$ cat src/core/tcp_defs.svh
// Offsets, field positions, reset values and timing counts of the timer
`ifndef TCP_DEFS_SVH
`define TCP_DEFS_SVH

// ***************************************************************
// Addresses and fields
// ***************************************************************
`define COUNT_ADDR 5'h01
`define OPT_WAKE_BIT 7
`define OPT_PULL_BIT 6
`define OPT_CS_BIT 5
`define OPT_SE_BIT 4
`define OPT_PSA_BIT 3
`define OPT_RATIO_HI 2
`define OPT_RATIO_LO 0
`define PIN_A_BIT 2
`define PIN_C_BIT 5

// ***************************************************************
// Reset values
// ***************************************************************
`define OPT_RESET 8'hff
`define DIR_RESET 6'h3f
`define COUNT_POR 8'h00
`define PRE_RESET 8'h00

// ***************************************************************
// Timing
// ***************************************************************
`define TOSC_PER_INSTR 4
`define INHIBIT_INSTR 2
`define INHIBIT_CYC (`INHIBIT_INSTR * `TOSC_PER_INSTR)
`define SYNC_MIN_TOSC 3
`define SYNC_MAX_TOSC 7

`endif

$ cat src/core/tcp_pkg.sv
// Types shared by the timer counter with prescaler
package tcp_pkg;

  // Gray order along the phase loop
  typedef enum logic [1:0] {
    PH_Q1 = 2'b00,
    PH_Q2 = 2'b01,
    PH_Q3 = 2'b11,
    PH_Q4 = 2'b10
  } tcp_phase_t;

  typedef struct packed {
    tcp_phase_t phase;
    logic [7:0] opt;
    logic [5:0] dir_a;
    logic [5:0] dir_c;
    logic [5:0] dir_a_out;
    logic [5:0] dir_c_out;
    logic [7:0] count;
    logic [7:0] pre;
    logic pin_prev;
    logic samp;
    logic samp_prev;
    logic [3:0] inhibit;
    logic wdt_out;
  } tcp_state_t;

endpackage

$ cat src/core/tcp_timer_counter.sv
// Timer counter with shared prescaler, phase clocks and pin override
`timescale 1ns/1ps
`include "tcp_defs.svh"

module tcp_timer_counter (
  input wire logic clk,
  input wire logic arst_n,
  input wire logic sys_reset,
  input wire logic [4:0] file_addr,
  input wire logic file_wr_en,
  input wire logic [7:0] file_wr_data,
  input wire logic option_load,
  input wire logic dir_a_load,
  input wire logic dir_c_load,
  input wire logic [7:0] load_data,
  input wire logic watchdog_clear,
  input wire logic wdt_tick,
  input wire logic external_count_pin,
  output logic [7:0] count_rd_data,
  output logic [5:0] dir_a_out,
  output logic [5:0] dir_c_out,
  output logic wake_on_change_disable_a,
  output logic pullup_disable_a,
  output logic wdt_post_tick
);
  import tcp_pkg::*;

  // ***************************************************************
  // State and decode
  // ***************************************************************
  tcp_state_t st_reg;
  tcp_state_t st_next;

  logic count_wr;
  logic clock_source_select;
  logic count_edge_select;
  logic prescaler_assign;
  logic [2:0] prescale_ratio_field;
  logic [7:0] ratio_mask;
  logic [7:0] wdt_mask;
  logic pin_lvl;
  logic pin_prev_lvl;
  logic sel_edge;
  logic src;
  logic sample_ph;
  logic timer_tick;
  logic sync_rise;
  logic inc_req;
  logic cnt_inc;

  assign count_wr = file_wr_en && (file_addr == `COUNT_ADDR);
  assign clock_source_select = st_reg.opt[`OPT_CS_BIT];
  assign count_edge_select = st_reg.opt[`OPT_SE_BIT];
  assign prescaler_assign = st_reg.opt[`OPT_PSA_BIT];
  assign prescale_ratio_field = st_reg.opt[`OPT_RATIO_HI:`OPT_RATIO_LO];

  // Low n+1 bits for the counter, low n bits for the watchdog
  assign ratio_mask = ~(8'hfe << prescale_ratio_field);
  assign wdt_mask = ~(8'hff << prescale_ratio_field);

  // Falling edges become rising ones by inverting the pin
  assign pin_lvl = external_count_pin ^ count_edge_select;
  assign pin_prev_lvl = st_reg.pin_prev ^ count_edge_select;
  assign sel_edge = pin_lvl && !pin_prev_lvl;

  // Prescaler bit n is symmetric, so it is sampled like the pin
  assign src = prescaler_assign ? pin_lvl
                                : st_reg.pre[prescale_ratio_field];
  assign sample_ph = (st_reg.phase == PH_Q2) ||
                     (st_reg.phase == PH_Q4);
  assign timer_tick = (st_reg.phase == PH_Q4);
  assign sync_rise = st_reg.samp && !st_reg.samp_prev;

  always_comb begin
    if (clock_source_select) begin
      inc_req = sample_ph && sync_rise;
    end else if (prescaler_assign) begin
      inc_req = timer_tick;
    end else begin
      inc_req = timer_tick &&
                ((st_reg.pre | ~ratio_mask) == 8'hff);
    end
  end

  assign cnt_inc = inc_req && (st_reg.inhibit == 4'h0);

  // ***************************************************************
  // Next state
  // ***************************************************************
  always_comb begin
    st_next = st_reg;
    case (st_reg.phase)
      PH_Q1: begin
        st_next.phase = PH_Q2;
      end
      PH_Q2: begin
        st_next.phase = PH_Q3;
      end
      PH_Q3: begin
        st_next.phase = PH_Q4;
      end
      PH_Q4: begin
        st_next.phase = PH_Q1;
      end
      default: begin
        st_next.phase = PH_Q1;
      end
    endcase

    st_next.pin_prev = external_count_pin;
    if (sample_ph) begin
      st_next.samp = src;
      st_next.samp_prev = st_reg.samp;
    end
    if (st_reg.inhibit != 4'h0) begin
      st_next.inhibit = st_reg.inhibit - 4'h1;
    end
    if (cnt_inc) begin
      st_next.count = st_reg.count + 8'h01;
    end

    // One counter, one owner at a time
    st_next.wdt_out = wdt_tick;
    if (!prescaler_assign) begin
      if (clock_source_select ? sel_edge : timer_tick) begin
        st_next.pre = st_reg.pre + 8'h01;
      end
    end else begin
      st_next.wdt_out = wdt_tick &&
                        ((st_reg.pre & wdt_mask) == wdt_mask);
      if (wdt_tick) begin
        st_next.pre = st_reg.pre + 8'h01;
      end
    end

    if (count_wr) begin
      st_next.count = file_wr_data;
      st_next.inhibit = 4'(`INHIBIT_CYC);
      if (!prescaler_assign) begin
        st_next.pre = `PRE_RESET;
      end
    end
    if (watchdog_clear && prescaler_assign) begin
      st_next.pre = `PRE_RESET;
    end

    // Loaded from the working register only, never read back
    if (option_load) begin
      st_next.opt = load_data;
    end
    if (dir_a_load) begin
      st_next.dir_a = load_data[5:0];
    end
    if (dir_c_load) begin
      st_next.dir_c = load_data[5:0];
    end

    // Other resets keep the count value
    if (sys_reset) begin
      st_next.opt = `OPT_RESET;
      st_next.dir_a = `DIR_RESET;
      st_next.dir_c = `DIR_RESET;
      st_next.pre = `PRE_RESET;
      st_next.inhibit = 4'h0;
      // Held high so only a sampled low then high counts
      st_next.samp = 1'b1;
      st_next.samp_prev = 1'b1;
      st_next.wdt_out = 1'b0;
      st_next.count = st_reg.count;
    end

    st_next.dir_a_out = st_next.dir_a;
    st_next.dir_c_out = st_next.dir_c;
    if (st_next.opt[`OPT_CS_BIT]) begin
      st_next.dir_a_out[`PIN_A_BIT] = 1'b1;
      st_next.dir_c_out[`PIN_C_BIT] = 1'b1;
    end
  end

  always_ff @(posedge clk or negedge arst_n) begin
    if (!arst_n) begin
      st_reg <= '{phase: PH_Q1, opt: `OPT_RESET, dir_a: `DIR_RESET,
                  dir_c: `DIR_RESET, dir_a_out: `DIR_RESET,
                  dir_c_out: `DIR_RESET, count: `COUNT_POR,
                  pre: `PRE_RESET, pin_prev: 1'b0, samp: 1'b1,
                  samp_prev: 1'b1, inhibit: 4'h0,
                  wdt_out: 1'b0};
    end else begin
      st_reg <= st_next;
    end
  end

  // ***************************************************************
  // Outputs
  // ***************************************************************
  assign count_rd_data = st_reg.count;
  assign dir_a_out = st_reg.dir_a_out;
  assign dir_c_out = st_reg.dir_c_out;
  assign wake_on_change_disable_a = st_reg.opt[`OPT_WAKE_BIT];
  assign pullup_disable_a = st_reg.opt[`OPT_PULL_BIT];
  assign wdt_post_tick = st_reg.wdt_out;

  // ***************************************************************
  // Checks
  // ***************************************************************
  // Cycles since the sampled source last rose, and since options moved
  logic src_d;
  logic [2:0] src_age;
  logic [2:0] opt_age;
  logic quiet;

  assign quiet = !count_wr && !option_load && !sys_reset &&
                 (st_reg.inhibit == 4'h0);

  always_ff @(posedge clk or negedge arst_n) begin
    if (!arst_n) begin
      src_d <= 1'b1;
      src_age <= 3'h7;
      opt_age <= 3'h0;
    end else begin
      src_d <= src;
      if (src && !src_d) begin
        src_age <= 3'h1;
      end else if (src_age != 3'h7) begin
        src_age <= src_age + 3'h1;
      end
      if (option_load || sys_reset) begin
        opt_age <= 3'h0;
      end else if (opt_age != 3'h7) begin
        opt_age <= opt_age + 3'h1;
      end
    end
  end
endmodule // tcp_timer_counter

$ cat config.mk
export PLATFORM = sky130hd
export DESIGN_NAME = tcp_timer_counter
export DESIGN_NICKNAME = d
export VERILOG_FILES = /design/src/core/tcp_pkg.sv /design/src/core/tcp_timer_counter.sv
export VERILOG_INCLUDE_DIRS = /design/src /design/src/core
export SDC_FILE = /design/constraint.sdc
export NUM_CORES = 1
export LEC_CHECK = 0
export BUFFER_PORTS_ARGS = -buffer_cell sky130_fd_sc_hd__buf_4
export CAP_MARGIN = 0
export CORE_UTILIZATION = 50
export DETAILED_ROUTE_END_ITERATION = 8
export GPL_TIMING_DRIVEN = 0
export PLACE_DENSITY = 0.75
export SLEW_MARGIN = 5
export SYNTH_ARGS = -nofsm -noshare
export SYNTH_HDL_FRONTEND = slang
export SYNTH_SLANG_ARGS = --single-unit
$ cat constraint.sdc
create_clock -name clk -period 6 [get_ports clk]
set_input_delay 0.3 -clock clk [delete_from_list [all_inputs] [get_ports clk]]
set_output_delay 0.3 -clock clk [all_outputs]
set_load 0.01 [all_outputs]
==> impl_results.md <==
- Tcrit/Tclk final: 0.389
- Arrival time at the worst endpoint: 2.52 ns
- Unique masters post-synth: 60
- CORE AREA: 5570 um2
- Global-route wire length before repair: 11400 um
- Adder-Cell Fraction of Synth Area: 0.0343
- Input/output buffers: 51
- Via density: 5.73
- Die height: 78.4 um
- Core Rows: 27
- Die width: 78.4 um
- Largest net degree at the start of global routing: 49
- Starting Density: 0.524
- Number of H-tree levels: 2
- Setup Fix Bufs, Post-CTS: 0
- Worst Path Required: 6.18 ns
- TritonRoute pass-1 iters: 4
- Most frequent cells in the layout: buf_4, nand2_1, dfstp_2, dfrtp_1
- Reg area: 1230 um2
- Area growth, synth to finish: 20.7%
- Number of global-route vias before repair: 2409
- Period minus WS final: 2.34 ns
- Post-synthesis sequential area ratio: 0.421
- Drt drc: 0
- Hold buffers post-CTS: 0
- Slew Viols, Final: 0
- Leakage: 0.00163 uW
- Combinational family with the most area after synthesis: simple AND/OR/NAND/NOR gates
- Fin nets: 399
- Ant diodes: 0
- Synthesized area per cell: 9.67 um2
- Hpwl dp: 4840 um
- Yosys reg bits: 48
- Footprint of the multi-input gates: 1430 um2
- Final Power: 867 uW
- Clock latency on the worst-skew pair: 0.31 ns
- Most common cell after layout, fill and taps aside: buf_4
- Final Non-Filler Cells: 433
- Highest clock rate: 428 MHz
- Compound-Gate Fraction of Synth Area: 0.177
- Die ar.: 6150 um2
- Max reg flops: 20
- Ys async rst share: 1.00
- CTS tree: done
- Max Cap Viol: 0
- Status: finished with violations
- Critical Path Sink Type: flop
- Final setup viols: 0
- Routed length per instance: 15.4 um
- Yosys Warn Count: 0
- Xor/xnor share of the synthesized area: 0.0120
- Syn_nets: 341
- Hold Fails Final Rpt: 7
- Top Ports: 54
- Post-Synthesis Cell Area: 2920 um2
- Via count: 2483
- Most used DFF post-synth: dfstp_2
- Post-synth EDFFs: 0
- CP Max Fanout: 10
- Worst VDD drop: 0.159 mV
- Residual overflow from global routing: 0
- Initial detailed-routing violation count: 236
- Worst Hold Class: in -> async
- Clock-pin slew on the worst setup and hold paths: 0.10 ns
- Routability cong.: 0.845
- PwrDens: 246 nW/um2
- Max Root-Sink Buffers: 2
- Failing checks: negative hold slack
- Post-cts resize count: 0
- Worst Max-Slew Pin Slew: 0.601 ns
- Post-Route WL: 6690 um
- Startpoint Class: flop
- Slew headroom: 0.600
- Inst Count DP: 425
- Crit Path Class: reg -> reg
- Clk sinks: 48
- Root Buffer: clkbuf_8
- Mux contribution to synthesized area: 0.0809
- Hold WS: -0.0184 ns
- Layout cells sized above 1: 0.321
- Post-synthesis simple-gate area fraction: 0.186
- Fin Setup TNS: 0 ns
- Cell count after synthesis: 302
- Setup repair after global routing missed its margin: false
- TritonCTS Buffers: 5
- Initial antenna violation count: 0
- All-Layer GR Usage: 0.234
- Skew final: 0.0107 ns
- Filler cells: 464
- Routed Antenna Nets: 0
[layout make-up]
cell class / instances / share of cell area
plain buffers: 35 / 0.0603
inverters: 12 / 0.0128
clock inverters: 2 / 0.0110
flip-flops and latches: 48 / 0.349
well taps: 72 / 0.0255
repair buffers: 51 / 0.109
multi-input cells: 207 / 0.406
clock buffers: 6 / 0.0266
[power by group]
group          internal, uW  switching [uW]  total (uW)
logic                   107             103         209
clock network           151             116         267
registers               360            30.5         390
total                   617             249         867
[worst max-delay path, stage by stage, from the launching register on]
cell and delay [ns]:
dfrtp_1 0.41, inv_1 0.09, ha_1 0.19, or3b_1 0.44
a21oi_1 0.26, buf_2 0.27, nand3_1 0.11, nor3b_1 0.31
a311oi_1 0.14
[Yosys cell counts (all sizes together) (5+ instances only)]
| cell type | instances | area [um2] |
|---|---|---|
| nand2 | 35 | 131 |
| buf | 27 | 183 |
| dfrtp | 24 | 601 |
| dfstp | 24 | 631 |
| nor2 | 19 | 78.8 |
| mux2i | 18 | 180 |
| inv | 12 | 45.0 |
| a21oi | 9 | 45.0 |
| nand3 | 9 | 45.0 |
| o21ai | 9 | 45.0 |
| and3 | 8 | 50.1 |
| clkbuf | 8 | 30.0 |
| ha | 8 | 100 |
| nand2b | 8 | 50.1 |
| a211oi | 7 | 52.6 |
| o211ai | 5 | 37.5 |
| or3 | 5 | 31.3 |
[per-stage QoR]
stage                     setup WS [ns]   util  hold WS, ns  area (um2)
after floorplan                    4.03      -      0.00441        2920
after global placement             3.77  0.609        0.356        3390
after detailed placement           3.75  0.609        0.356        3390
after CTS                          3.69  0.633       0.0154        3530
after global routing               3.55  0.633       0.0440        3530
final                              3.66  0.633      -0.0184        3530
[cell families after synthesis]
logic type               count (synthesis)
buffers and inverters                   47
AO/OA/AOI/OAI                           69
flip-flops                              48
adder cells (fa/ha/maj)                  8
AND/OR/NAND/NOR                        105
XOR/XNOR                                 4
multiplexers                            21
[final timing paths]
path | from | end | slack (ns) | cells after the start
min in group clk | external_count_pin | st_reg[7]$_DFF_PN0_ | 0.13 | 1
setup reg to reg | st_reg[1]$_DFFE_PN0P_ | count_rd_data[3]$_DFFE_PN0P_ | 3.66 | 8
hold / removal | arst_n | count_rd_data[7]$_DFFE_PN0P_ | -0.02 | 1
hold reg to reg | dir_a_out[0]$_DFFE_PN1P_ | dir_a_out[0]$_DFFE_PN1P_ | 0.55 | 2
max in group asynchronous | arst_n | st_reg[7]$_DFF_PN0_ | 5.60 | 1
setup / recovery | st_reg[1]$_DFFE_PN0P_ | count_rd_data[3]$_DFFE_PN0P_ | 3.66 | 8
[routing by layer]
metal	track usage	vias to the layer above	share of wire
met5	0	-	0
met4	0.0759	0	0.010
met3	0.0419	8	0.060
met2	0.376	90	0.49
met1	0.317	1200	0.44
li1	-	1185	-
No activity file was read; power rests on OpenSTA's default activity.
